## src/verilog/sac_pkg.sv

```systemverilog
// sac_pkg: constants and types for the converter control block
// assumes a single 25 MHz core clock; times in ns are turned into cycles here
package sac_pkg;
  // ==========================================================================
  // widths and codes
  localparam int RES_W = 14;
  localparam logic [13:0] ABORT_CODE = 14'h3F80;
  localparam int FOLD_W = 6;
  localparam logic [2:0] INIT_CONVS = 3'h4;
  localparam int FIFO_DEPTH = 16;
  // ==========================================================================
  // timing
  localparam int CLK_NS = 40;
  localparam int CONV_NS = 273;
  localparam int RESET_PH_NS = 45;
  localparam int PWRDN_NS = 7200;
  localparam int CONV_CYC = CONV_NS / CLK_NS;
  localparam int RESET_PH_CYC = (RESET_PH_NS + CLK_NS - 1) / CLK_NS;
  localparam int PWRDN_CYC = (PWRDN_NS + CLK_NS - 1) / CLK_NS;
  localparam int CNT_W = 9;
  // ==========================================================================
  // states
  typedef enum logic [2:0] {
    SAC_IDLE = 3'b000,
    SAC_NAP = 3'b001,
    SAC_SAMPLE = 3'b010,
    SAC_CONV = 3'b011,
    SAC_RESET = 3'b100,
    SAC_PDOWN = 3'b101
  } sac_state_t;
endpackage : sac_pkg

```

## src/verilog/sac_res_if.sv

```systemverilog
// sac_res_if: result stream between converter core and readout buffer
// assumes one clock domain shared by both ends
`timescale 1ns/10ps
`default_nettype none
interface sac_res_if #(parameter int W = 14);
  logic valid;
  logic ready;
  logic [W-1:0] data;
  modport src (output valid, output data, input ready);
  modport snk (input valid, input data, output ready);
endinterface : sac_res_if
`default_nettype wire

```

## src/verilog/sac_fifo.sv

```systemverilog
// sac_fifo: flip-flop FIFO with valid/ready on both sides
// assumes a single clock; depth a power of two
`timescale 1ns/10ps
`default_nettype none
module sac_fifo #(
  parameter int W = 14,
  parameter int DEPTH = 16
) (
  input wire logic clk,
  input wire logic rst,
  sac_res_if.snk in_s,
  output logic out_valid,
  input wire logic out_ready,
  output logic [W-1:0] out_data
);
  localparam int AW = $clog2(DEPTH);
  logic [W-1:0] mem_ff [DEPTH];
  logic [AW:0] wr_ff;
  logic [AW:0] rd_ff;
  logic full;
  logic push;
  logic pop;
  // ==========================================================================
  // flags
  assign full = (wr_ff[AW] != rd_ff[AW]) && (wr_ff[AW-1:0] == rd_ff[AW-1:0]);
  assign out_valid = (wr_ff != rd_ff);
  assign in_s.ready = !full;
  assign push = in_s.valid && !full;
  assign pop = out_valid && out_ready;
  assign out_data = mem_ff[rd_ff[AW-1:0]];
  // ==========================================================================
  // storage and pointers
  always_ff @(posedge clk) begin
    if (push) begin
      mem_ff[wr_ff[AW-1:0]] <= in_s.data;
    end
  end
  always_ff @(posedge clk or posedge rst) begin
    if (rst) begin
      wr_ff <= '0;
      rd_ff <= '0;
    end else begin
      if (push) begin
        wr_ff <= wr_ff + 1'b1;
      end
      if (pop) begin
        rd_ff <= rd_ff + 1'b1;
      end
    end
  end
endmodule : sac_fifo
`default_nettype wire

```

## src/verilog/sac_readout.sv

```systemverilog
// sac_readout: drives the result bus from the latest result
// assumes result and controls synchronous to clk
`timescale 1ns/10ps
`default_nettype none
module sac_readout
  import sac_pkg::*;
(
  input wire logic clk,
  input wire logic rst,
  input wire logic [RES_W-1:0] result,
  input wire logic chip_select_n,
  input wire logic read_n,
  input wire logic byte_sel,
  output logic [RES_W-1:0] data_out,
  output logic data_oe
);
  // ==========================================================================
  // formatting, registered so the pins come from flops
  always_ff @(posedge clk or posedge rst) begin
    if (rst) begin
      data_out <= '0;
      data_oe <= 1'b0;
    end else begin
      data_oe <= !chip_select_n && !read_n;
      if (byte_sel) begin
        data_out <= {result[FOLD_W-1:0], {(RES_W-FOLD_W){1'b0}}};
      end else begin
        data_out <= result;
      end
    end
  end
endmodule : sac_readout
`default_nettype wire

```

## src/verilog/sac_conv_ctrl.sv

```systemverilog
// sac_conv_ctrl: sampling, conversion, abort, nap and reset control
// assumes all pins synchronous to core_clk; result value comes from analog side
`timescale 1ns/10ps
`default_nettype none
module sac_conv_ctrl
  import sac_pkg::*;
#(
  parameter int CONV_CYCLES = CONV_CYC,
  parameter int PWRDN_CYCLES = PWRDN_CYC
) (
  input wire logic core_clk,
  input wire logic rst,
  input wire logic powerdown_reset_n,
  input wire logic conv_start_strobe_n,
  input wire logic chip_select_n,
  input wire logic read_n,
  input wire logic byte_sel,
  input wire logic nap_enable_n,
  input wire logic [RES_W-1:0] analog_code,
  output logic busy,
  output logic napping,
  output logic powered_down,
  output logic in_reset,
  output logic result_invalid,
  output logic [RES_W-1:0] out_bus_data,
  output logic out_bus_oe,
  output logic stream_valid,
  input wire logic stream_ready,
  output logic [RES_W-1:0] stream_data
);
  sac_state_t state_ff;
  sac_state_t nxt_state;
  logic cs_q_ff;
  logic cv_q_ff;
  logic [CNT_W-1:0] conv_cnt_ff;
  logic [CNT_W-1:0] rst_cnt_ff;
  logic [2:0] init_cnt_ff;
  logic [RES_W-1:0] result_ff;
  logic cs_fall;
  logic cv_rise;
  logic cv_fall;
  logic conv_done;
  logic start_conv;
  logic abort;
  logic sample_start;
  sac_res_if #(.W(RES_W)) res_s ();

  // ==========================================================================
  // edge detection of host strobes
  always_ff @(posedge core_clk or posedge rst) begin
    if (rst) begin
      cs_q_ff <= 1'b1;
      cv_q_ff <= 1'b1;
    end else begin
      cs_q_ff <= chip_select_n;
      cv_q_ff <= conv_start_strobe_n;
    end
  end
  assign cs_fall = cs_q_ff && !chip_select_n;
  assign cv_rise = !cv_q_ff && conv_start_strobe_n;
  assign cv_fall = cv_q_ff && !conv_start_strobe_n;

  // ==========================================================================
  // decisions
  assign conv_done = (state_ff == SAC_CONV) && (conv_cnt_ff == CNT_W'(CONV_CYCLES - 1));
  // conversion triggers only from sampling, host keeps edges clean
  assign start_conv = (state_ff == SAC_SAMPLE)
    && ((cv_fall && !chip_select_n) || (cs_fall && !conv_start_strobe_n));
  assign abort = (state_ff == SAC_CONV) && cs_fall && conv_start_strobe_n;
  always_comb begin
    sample_start = 1'b0;
    if (state_ff == SAC_IDLE || state_ff == SAC_NAP) begin
      if (cv_rise && !chip_select_n) begin
        sample_start = 1'b1;
      end else if (cs_fall && conv_start_strobe_n) begin
        sample_start = 1'b1;
      end
    end
  end

  // ==========================================================================
  // state machine
  always_comb begin
    nxt_state = state_ff;
    case (state_ff)
      SAC_IDLE, SAC_NAP: begin
        if (sample_start) begin
          nxt_state = SAC_SAMPLE;
        end else if (!nap_enable_n) begin
          nxt_state = SAC_NAP;
        end else begin
          nxt_state = SAC_IDLE;
        end
      end
      SAC_SAMPLE: begin
        if (start_conv) begin
          nxt_state = SAC_CONV;
        end
      end
      SAC_CONV: begin
        if (abort) begin
          nxt_state = SAC_IDLE;
        end else if (conv_done) begin
          // back-to-back: strobe held high, select low
          if (!chip_select_n && conv_start_strobe_n) begin
            nxt_state = SAC_SAMPLE;
          end else if (!nap_enable_n) begin
            nxt_state = SAC_NAP;
          end else begin
            nxt_state = SAC_IDLE;
          end
        end
      end
      SAC_RESET: begin
        if (powerdown_reset_n) begin
          nxt_state = SAC_IDLE;
        end else if (rst_cnt_ff >= CNT_W'(PWRDN_CYCLES)) begin
          nxt_state = SAC_PDOWN;
        end
      end
      SAC_PDOWN: begin
        if (powerdown_reset_n) begin
          nxt_state = SAC_IDLE;
        end
      end
      default: begin
        nxt_state = SAC_IDLE;
      end
    endcase
    // reset pin overrides all, aborting within one cycle
    if (!powerdown_reset_n && state_ff != SAC_RESET && state_ff != SAC_PDOWN) begin
      nxt_state = SAC_RESET;
    end
  end
  always_ff @(posedge core_clk or posedge rst) begin
    if (rst) begin
      state_ff <= SAC_IDLE;
    end else begin
      state_ff <= nxt_state;
    end
  end

  // ==========================================================================
  // conversion and reset timers; conversion time rounded down, power-down wait rounded up to whole cycles
  always_ff @(posedge core_clk or posedge rst) begin
    if (rst) begin
      conv_cnt_ff <= '0;
    end else if (state_ff == SAC_CONV) begin
      conv_cnt_ff <= conv_cnt_ff + 1'b1;
    end else begin
      conv_cnt_ff <= '0;
    end
  end
  always_ff @(posedge core_clk or posedge rst) begin
    if (rst) begin
      rst_cnt_ff <= '0;
    end else if (state_ff == SAC_RESET) begin
      if (rst_cnt_ff != '1) begin
        rst_cnt_ff <= rst_cnt_ff + 1'b1;
      end
    end else begin
      rst_cnt_ff <= '0;
    end
  end

  // ==========================================================================
  // result and init counting
  always_ff @(posedge core_clk or posedge rst) begin
    if (rst) begin
      result_ff <= ABORT_CODE;
    end else if (state_ff == SAC_RESET || abort) begin
      result_ff <= ABORT_CODE;
    end else if (conv_done) begin
      result_ff <= analog_code;
    end
  end
  always_ff @(posedge core_clk or posedge rst) begin
    if (rst) begin
      init_cnt_ff <= '0;
    end else if (state_ff == SAC_RESET || state_ff == SAC_PDOWN) begin
      init_cnt_ff <= '0;
    end else if (conv_done && init_cnt_ff != INIT_CONVS) begin
      init_cnt_ff <= init_cnt_ff + 1'b1;
    end
  end

  // ==========================================================================
  // status outputs
  assign busy = (state_ff == SAC_CONV);
  assign napping = (state_ff == SAC_NAP);
  assign powered_down = (state_ff == SAC_PDOWN);
  assign in_reset = (state_ff == SAC_RESET);
  assign result_invalid = (init_cnt_ff != INIT_CONVS);

  // ==========================================================================
  // result stream, only valid results; a full buffer drops new words
  assign res_s.valid = conv_done && !abort && (init_cnt_ff == INIT_CONVS);
  assign res_s.data = analog_code;

  sac_fifo #(
    .W(RES_W),
    .DEPTH(FIFO_DEPTH)
  ) u_fifo (
    .clk(core_clk),
    .rst(rst),
    .in_s(res_s.snk),
    .out_valid(stream_valid),
    .out_ready(stream_ready),
    .out_data(stream_data)
  );

  sac_readout u_readout (
    .clk(core_clk),
    .rst(rst),
    .result(result_ff),
    .chip_select_n(chip_select_n),
    .read_n(read_n),
    .byte_sel(byte_sel),
    .data_out(out_bus_data),
    .data_oe(out_bus_oe)
  );
endmodule : sac_conv_ctrl
`default_nettype wire

```

## config.mk

```make
export PLATFORM = sky130hd
export DESIGN_NAME = sac_conv_ctrl
export DESIGN_NICKNAME = d
export VERILOG_FILES = /design/src/verilog/sac_pkg.sv /design/src/verilog/sac_res_if.sv /design/src/verilog/sac_fifo.sv /design/src/verilog/sac_readout.sv /design/src/verilog/sac_conv_ctrl.sv
export SDC_FILE = /design/constraint.sdc
export NUM_CORES = 1
export LEC_CHECK = 0
export ABC_CLOCK_PERIOD_IN_PS = 4200
export BUFFER_PORTS_ARGS = -buffer_cell sky130_fd_sc_hd__buf_2
export CORE_UTILIZATION = 60
export CTS_BUF_LIST = sky130_fd_sc_hd__clkbuf_8 sky130_fd_sc_hd__clkbuf_16
export DETAILED_ROUTE_END_ITERATION = 12
export GPL_TIMING_DRIVEN = 0
export HOLD_SLACK_MARGIN = 0.1
export MAX_ROUTING_LAYER = met4
export PLACE_DENSITY = 0.78
export SETUP_SLACK_MARGIN = 0.3
export SLEW_MARGIN = 25
export SYNTH_ARGS = -nofsm -noshare
export SYNTH_HDL_FRONTEND = slang
export SYNTH_SLANG_ARGS = --single-unit
```

## constraint.sdc

```tcl
create_clock -name core_clk -period 4.2 [get_ports core_clk]
set_input_delay 0.84 -clock core_clk [delete_from_list [all_inputs] [get_ports core_clk]]
set_output_delay 0.84 -clock core_clk [all_outputs]
set_load 0.005 [all_outputs]
```

After elaboration in Yosys (flattened, before gate mapping)
Memories as Yosys holds them, arrays and structs flattened.
Index checks and enable logic that the tools add are counted.
{ "word_totals": {"register_bits": 65, "ram_bits": 224, "inputBits": 23, "output_inout_bits": 35, "mem_count": 1} }
{ "op_classes": {"add_sub_neg": 5, "order_cmp": 1, "eq_ne": 19, "mux": 24, "reduce_logical": 37} }
{ "memory_table": {"columns": ["memory", "words", "width", "rd", "rd_ports_with_merged_regs", "wr", "line", "text"], "rows": [
  ["u_fifo.mem_ff", 16, 14, 1, 0, 1, "sac_fifo.sv:17", "logic [W-1:0] mem_ff [DEPTH];"]
]} }
{ "op_table": {"columns": ["op", "count"], "rows": [
  ["$mux W14", 3],
  ["$mux W3", 9],
  ["$mux W9", 3],
  ["$logic_and A1 B1 Y1", 21],
  ["$add A9 B1 Y9 const B", 2],
  ["$pmux W3 S5", 1],
  ["$add A5 B1 Y5 const B", 2],
  ["$eq A3 B3 Y1 const B", 3],
  ["$eq A9 B3 Y1 const B", 1],
  ["$ge A9 B8 Y1 const B", 1],
  ["$ne A3 B3 Y1 const B", 3],
  ["$ne A9 B9 Y1 const B", 1],
  ["$logic_not A1 Y1", 7],
  ["$eq A3 B2 Y1 const B", 2],
  ["$mux W1", 6],
  ["$ne A3 B2 Y1 const B", 2],
  ["$ne A5 B5 Y1", 1],
  ["$eq A4 B4 Y1", 1],
  ["$logic_or A1 B1 Y1", 4],
  ["$mux W2", 2],
  ["$ne A4 B1 Y1 const B", 1],
  ["$ne A4 B2 Y1 const B", 1],
  ["$reduce_and A4 Y1", 1],
  ["$reduce_bool A2 Y1", 2],
  ["other kinds (6)", 6]
]} }

Depth between registers and ports, before layout
Gate-level depths: netlist (run 1).
{ "depth": {"depth_word": 10, "depth_mapped": 9, "mapped_depth_nobuf": 9} }

Modules after synthesis
From an unflattened synthesis (run 1), not the netlist that was laid out.
{ "unflattened": {"cells_unflattened": 673, "area_unflattened_um2": 11787.6} }
{ "by_module_without_submodules": {"columns": ["module", "instances", "cells_per_inst", "area_each_um2", "seq_area_each_um2"], "rows": [
  ["sac_fifo", 1, 432, 9233.9, 6976.7],
  ["sac_conv_ctrl", 1, 209, 2014.4, 1012.2],
  ["sac_readout", 1, 32, 539.3, 375.4]
]} }

Worst setup path before layout (run 1)
No wires, ideal clock.
{ "synth_timing": {"kind": "input to register", "startpoint": "input conv_start_strobe_n", "endpoint": "memory u_fifo.mem_ff[3][0], enable pin", "arrival_time_ps": 2789, "t_required_ps": 3797, "slack_ps": 1009, "path_stages": 6, "n_path_buf": 1, "path_cell_list": "nor2b_1 > and2_1 > a2111oi_2 > buf_4 > nand2_1 > nor3_1"} }
{ "synth_between": {"elab_chain_cells": 7} }
{ "synth_lines": {"columns": ["item", "line", "text"], "rows": [
  ["start, declared", "sac_conv_ctrl.sv:14", "input wire logic conv_start_strobe_n,"],
  ["$logic_and A1 B1 Y1", "sac_conv_ctrl.sv:69", "assign abort = (state_ff == SAC_CONV) && cs_fall && conv_start_strobe_n;"],
  ["$logic_not A1 Y1", "sac_conv_ctrl.sv:197", "assign res_s.valid = conv_done && !abort && (init_cnt_ff == INIT_CONVS);"],
  ["$logic_and A1 B1 Y1 (2 in series)", "sac_conv_ctrl.sv:197", null],
  ["$logic_and A1 B1 Y1", "sac_fifo.sv:28", "assign push = in_s.valid && !full;"],
  ["$mux W1", "sac_fifo.sv:34", "if (push) begin"],
  ["$mux W1 (implied by the code)", "sac_fifo.sv:35", "mem_ff[wr_ff[AW-1:0]] <= in_s.data;"],
  ["end, declared", "sac_fifo.sv:17", null]
]} }
No other way between the ends.

Worst setup path after layout (run 1)
{ "layout_timing": {"startpoint": "register u_fifo.rd_ff[1]", "endpoint": "output stream_data[6]"} }
{ "layout_between": {"elab_chain_cells": 1} }
{ "layout_lines": {"columns": ["item", "line", "text"], "rows": [
  ["start, declared", "sac_fifo.sv:19", "logic [AW:0] rd_ff;"],
  ["start signal, assigned", "sac_fifo.sv:47", "rd_ff <= rd_ff + 1'b1;"],
  ["$mem_v2 Z16 W14", null, null],
  ["end, declared", "sac_conv_ctrl.sv:29", "output logic [RES_W-1:0] stream_data"]
]} }
No other way between the ends.

==> impl_metrics.toml, run 1 <==
[run_status]
outcome = "finished clean"

[synth]
ys_ff_latch = 289
avgSynthCellArea_um2 = 19.6
yosysSeqAreaShare_pct = 72.6
syn-cell-area_um2 = 11500
synth-async-reset-ratio_pct = 22.5
synth_nets = 623
syn_inst = 588
synth_warnings = 0
synth-edff-count = 224
ys.flop_type = "edfxtp_1"
netlist-cell-type-count = 47

[sta]
fin_skew_ns = 0.0103
worst_hold_slack_ns = 0.277
period_minus_slack_ns = 3.77
worst_pin_slew_ns = 1.06
drv_slew = 0
rsz0062_at_grt = "false"
fmax_mhz = 265
maxSlewHeadroom_pct = 29.2
post-route-period-util_pct = 89.8
hold_viol = 0
setup_viol = 0

[global_route]
grt_pass1_wl_um = 38700
gr-usage-all-layers_pct = 28.3
antenna_found_initial = 0
gr-total-overflow = 0
grt_start_max_net_pins = 42
grt_pass1_vias = 6390

[drt]
wl_um = 25700
drc_errors = 0
via_per_inst = 6.49
wl_per_cell_um = 27.4
drtIter0Drc = 715
vias = 6067
antenna_left = 0
dr.pass1.iters = 5

[placed_design]
dp_hpwl_um = 15300
portBuffers = 57
globalplace.congestion = 0.829

[worst_setup_path]
cp_max_fo = 10
critPathKind = "flop to output port"
r2r_slack_ns = 1.10
worstSetupStartpointType = "flop"
critPathArrivalTime_ns = 2.93
worstPathRequired_ns = 3.36
end_kind = "output port"

[floorplan]
die-area_um2 = 19700
die_w_um = 141
row_count = 50
fp.dieH_um = 141
core_region_area_um2 = 18800
ios = 58
initial_core_util_pct = 61.3

[clock_network]
cts_setup_buffers = 0
cts_made_buffers = 29
cts_tree = "done"
clkSinkCount = 289
root_buffer = "clkbuf_16"
worstSkewPairLatency_ns = 0.53
htreeDepth = 1
clk_pin_slew_ns = 0.06
clockBufferDepth = 3

[power_and_ir_drop]
switching_share_pct = 19.6
switching_power_mw = 1.11
ir_drop_v = 0.000324
power_density_nw_per_um2 = 432
leakagePower_nw = 4.68
p_clk_share_pct = 42.9
finalPower_mw = 5.63
comb_power_share_pct = 2.0
power.internal_mw = 4.53
sequentialPowerShare_pct = 55.1

[layout]
diodes = 0
fill_cells = 1148
area_delta_synth_final_pct = 13.4
drive_above_1_share_pct = 30.5
final_nets = 714

[min_path]
hold_class = "input pin to asynchronous set/reset pin"

[run]
cap_violations = 0
## synth_stat cells, drive strengths merged (2+ instances only)
master | count | share of area [%]
edfxtp | 224 | 58
mux4 | 70 | 14
dfrtp | 56 | 12
nor2 | 27 | 0.88
and3 | 17 | 0.92
buf | 17 | 1.1
xor2 | 15 | 1.1
nor2b | 14 | 0.76
nand2 | 13 | 0.42
ha | 12 | 1.3
inv | 12 | 0.39
nand3 | 12 | 0.52
xnor2 | 12 | 0.91
dfstp | 9 | 2.1
a22o | 8 | 0.61
a21oi | 7 | 0.30
clkbuf | 7 | 0.23
mux2 | 7 | 0.68
nor3 | 7 | 0.48
o22a | 7 | 0.53
and2 | 4 | 0.22
nand4 | 4 | 0.22
o21ai | 4 | 0.17
mux2i | 3 | 0.26
nand2b | 3 | 0.16
nor4b | 3 | 0.34
nand3b | 2 | 0.13
## stage by stage
step           std cells  TNS [ns]  util, %  worst slack [ns]  area (um^2)
2_1_floorplan        588         0        -              1.01        11500
3_3_place_gp         879     -2.94     64.4            -0.211        12100
3_5_place_dp         882         0     64.8             0.711        12200
4_1_cts              935         0     69.5             0.432        13100
5_1_grt              935         0     69.6             0.332        13100
6_report             935         0     69.6             0.430        13100
## cell usage in the layout (no fill, tap or decap), drive strengths merged, types with 9 or more instances in the layout
cell,count
xnor2,12
buf,77
nor2,27
inv,23
ha,12
xor2,15
and3,17
clkinv,9
nor2b,14
mux4,70
dfstp,9
edfxtp,224
clkbuf,38
nand3,12
nand2,13
dfrtp,56
## layer usage
metal / up-vias / part of all wire, % / routed length (um) / global-route usage (%)
met5: - / 0 / 0 / -
met4: 0 / 4.2 / 1070 / 11.3
met3: 78 / 7.8 / 2010 / 3.83
met2: 355 / 50 / 12800 / 45.4
met1: 3112 / 38 / 9810 / 37.5
li1: 2522 / - / - / -
## layout make-up
cell class | count | area, um^2 | area share (%)
flip-flops and latches | 289 | 8360 | 64.1
inverters | 12 | 47.5 | 0.364
well taps | 234 | 293 | 2.24
clock inverters | 22 | 145 | 1.11
repair buffers | 60 | 320 | 2.45
multi-input cells | 263 | 2970 | 22.8
plain buffers | 24 | 159 | 1.22
clock buffers | 31 | 753 | 5.77
## logic make-up after synthesis
| logic type | share of synthesized area, % |
|---|---|
| mux | 14.6 |
| compound gates | 2.04 |
| buf+inv | 1.76 |
| flops | 72.6 |
| simple gates | 5.55 |
| fa+ha+maj | 1.30 |
| xor+xnor | 2.05 |
## power groups by stage
| stage | clock (mW) | combinational [mW] | sequential [mW] |
|---|---|---|---|
| 2_1_floorplan | 0 | 0.0418 | 3.16 |
| 3_3_place_gp | 0 | 0.0985 | 3.16 |
| 3_5_place_dp | 0 | 0.109 | 3.16 |
| 4_1_cts | 2.44 | 0.110 | 3.10 |
| 5_1_grt | 2.54 | 0.122 | 3.10 |
| 6_report | 2.42 | 0.110 | 3.10 |
## path summary, 6_finish.rpt
check / startpoint / to / depth (start not counted)
max reg2reg: conv_cnt_ff[1]$_DFF_PP0_ / u_fifo.mem_ff[1][1]$_DFFE_PP_ / 9
min: rst / rst_cnt_ff[4]$_DFFE_PP0P_ / 2
max in group asynchronous: rst / result_ff[12]$_DFFE_PP1P_ / 3
max: u_fifo.rd_ff[1]$_DFFE_PP0P_ / stream_data[6] / 6
min in group core_clk: conv_start_strobe_n / cv_q_ff$_DFF_PP1_ / 1
min reg2reg: u_fifo.wr_ff[4]$_DFFE_PP0P_ / u_fifo.wr_ff[4]$_DFFE_PP0P_ / 1
## registers in the layout (all words and copies together), names as in the netlist
register,cells
cs_q_ff,1
init_cnt_ff,3
result_ff,14
u_fifo.wr_ff,5
state_ff,3
u_fifo.rd_ff,5
rst_cnt_ff,9
u_readout.data_out,14
conv_cnt_ff,9
cv_q_ff,1
u_fifo.mem_ff,224
u_readout.data_oe,1
## worst max-delay path, stage by stage (launching register included)
cell and delay, ns:
dfrtp_1 0.36, clkbuf_1 0.21, buf_2 0.36, buf_2 0.39, mux4_2 0.38, mux4_2 0.53
buf_2 0.16
## timing repair
action	CTS	global route
resized for setup	1	0
endpoints found under the setup margin	10	0
endpoints found under the hold margin	0	0
hold buffers	0	0
Power figures use the tool's default switching activity.
==> run 2, diff against run 1 <==
Settings changed: CAP_MARGIN set to 30, SYNTH_HIERARCHICAL set to 1.
==> run 2 against run 1 <==
Final area increased by 2.3%. Combinational power increased by 18%. Sequential power about the same. Largest power group unchanged. Highest routed layer unchanged.
==> impl_metrics.toml, run 2 <==
[placed_design]
place_inst = 996
portBuffers = 57
dpl_cell_area_um2 = 12500
globalplace.congestion = 0.806
dp_hpwl_um = 15800

[worst_setup_path]
critPathSlowestCell = "clkbuf_1"
cp_slowest_stage_delay_ns = 0.55
r2r_cells = 8
critPathMostFrequentCell = "buf_2"
end_kind = "output port"
critPathTopFamily = "buffers and inverters"
worstSetupStartpointType = "flop"
cp_max_fo = 10
worstPathRequired_ns = 3.36
critPathKind = "flop to output port"
r2r_slack_ns = 0.84
crit_buf_inv = 3
worstSetupPathDepth = 6
critPathArrivalTime_ns = 2.54
worstPathCellList = "buf_2, nand2b_1, clkbuf_1, o22ai_1, nor2_1, buf_2"

[synth]
syn_inst = 672
synth_warnings = 6
synth_nets = 707
avgSynthCellArea_um2 = 17.5
syn-cell-area_um2 = 11800

[layout]
instances_no_fill = 1047
final_cell_mix = "edfxtp_1, buf_2, dfrtp_1"
largest_reg_flops = 224
seq_area_um2 = 8360
area_delta_synth_final_pct = 13.3
fin_area_um2 = 13400
final_nets = 801
multiInputGateArea_um2 = 3150
drive_above_1_share_pct = 28.7
fill_cells = 1164
layout_commonest_cell = "edfxtp_1"
diodes = 0

[clock_network]
clkSinkCount = 289
worstSkewPairLatency_ns = 0.53
clockBufferDepth = 3
clk_pin_slew_ns = 0.06
htreeDepth = 1
post_cts_resized = 0
cts_setup_buffers = 0
root_buffer = "clkbuf_16"
cts_made_buffers = 27
cts_tree = "done"
ctsHoldBuffers = 0

[global_route]
grt_pass1_wl_um = 38100
gr-total-overflow = 0
antenna_found_initial = 0
gr-usage-all-layers_pct = 26.8
grt_pass1_vias = 6774
grt_start_max_net_pins = 41

[floorplan]
core_region_area_um2 = 19000
initial_core_util_pct = 62.2
die-area_um2 = 20200
fp.dieH_um = 142
die_w_um = 142
row_count = 50
ios = 58

[sta]
maxSlewHeadroom_pct = 33.9
worst_hold_slack_ns = 0.249
drv_slew = 0
final.setup.tns_ns = 0
hold_viol = 0
post-route-period-util_pct = 80.5
fmax_mhz = 296
period_minus_slack_ns = 3.38
setup_viol = 0
fin_skew_ns = 0.00873
rsz0062_at_grt = "false"
worst_pin_slew_ns = 0.990

[run_status]
outcome = "finished clean"

[drt]
met3_length_um = 1620
via_per_inst = 6.17
wl_per_cell_um = 23.7
drt-met1-wl_um = 9610
drc_errors = 0
drtIter0Drc = 481
wl_met2_um = 12900
routed.top_layer = "met4"
vias = 6460
wl_um = 24800
antenna_left = 0
dr.pass1.iters = 5

[power_and_ir_drop]
power_density_nw_per_um2 = 411
finalPower_mw = 5.49
leakagePower_nw = 4.80
ir_drop_v = 0.000341

[run]
cap_violations = 0

[min_path]
hold_class = "input pin to asynchronous set/reset pin"
==> run 2: cell type report <==
| class | count | share of cell area [%] |
|---|---|---|
| Multi-Input combinational cell | 335 | 23.6 |
| Clock inverter | 20 | 0.806 |
| Timing Repair Buffer | 65 | 2.76 |
| Sequential cell | 289 | 62.7 |
| Clock buffer | 30 | 5.37 |
| Tap cell | 260 | 2.44 |
| Inverter | 17 | 0.478 |
| Buffer | 31 | 1.90 |
==> run 2: path summary, 6_finish.rpt <==
| path | startpoint | end |
|---|---|---|
| max | u_fifo/rd_ff[3]$_DFFE_PP0P_ | stream_data[6] |
| min | rst | rst_cnt_ff[3]$_DFFE_PP0P_ |
| max reg2reg | conv_cnt_ff[1]$_DFF_PP0_ | u_fifo/mem_ff[10][7]$_DFFE_PP_ |
| min reg2reg | result_ff[13]$_DFFE_PP1P_ | result_ff[13]$_DFFE_PP1P_ |
| max in group asynchronous | rst | u_readout/data_out[6]$_DFF_PP0_ |
| min in group core_clk | conv_start_strobe_n | cv_q_ff$_DFF_PP1_ |
==> run 2: per-stage QoR <==
stage | worst slack [ns] | utilization (%)
2_1_floorplan | 1.09 | -
3_3_place_gp | -0.126 | 65.4
3_5_place_dp | 0.802 | 66.0
4_1_cts | 0.824 | 70.3
5_1_grt | 0.562 | 70.4
6_report | 0.818 | 70.4
==> run 2: report_power, final <==
| part | internal [mW] | switching, mW |
|---|---|---|
| logic | 0.0391 | 0.0912 |
| clock network | 1.27 | 0.973 |
| registers | 3.10 | 0.0121 |
==> run 2: per-layer routing <==
layer | track usage (%) | up-vias
met5 | - | -
met1 | 33.6 | 3324
met4 | 9.28 | 0
li1 | - | 2784
met2 | 45.2 | 293
met3 | 3.63 | 59
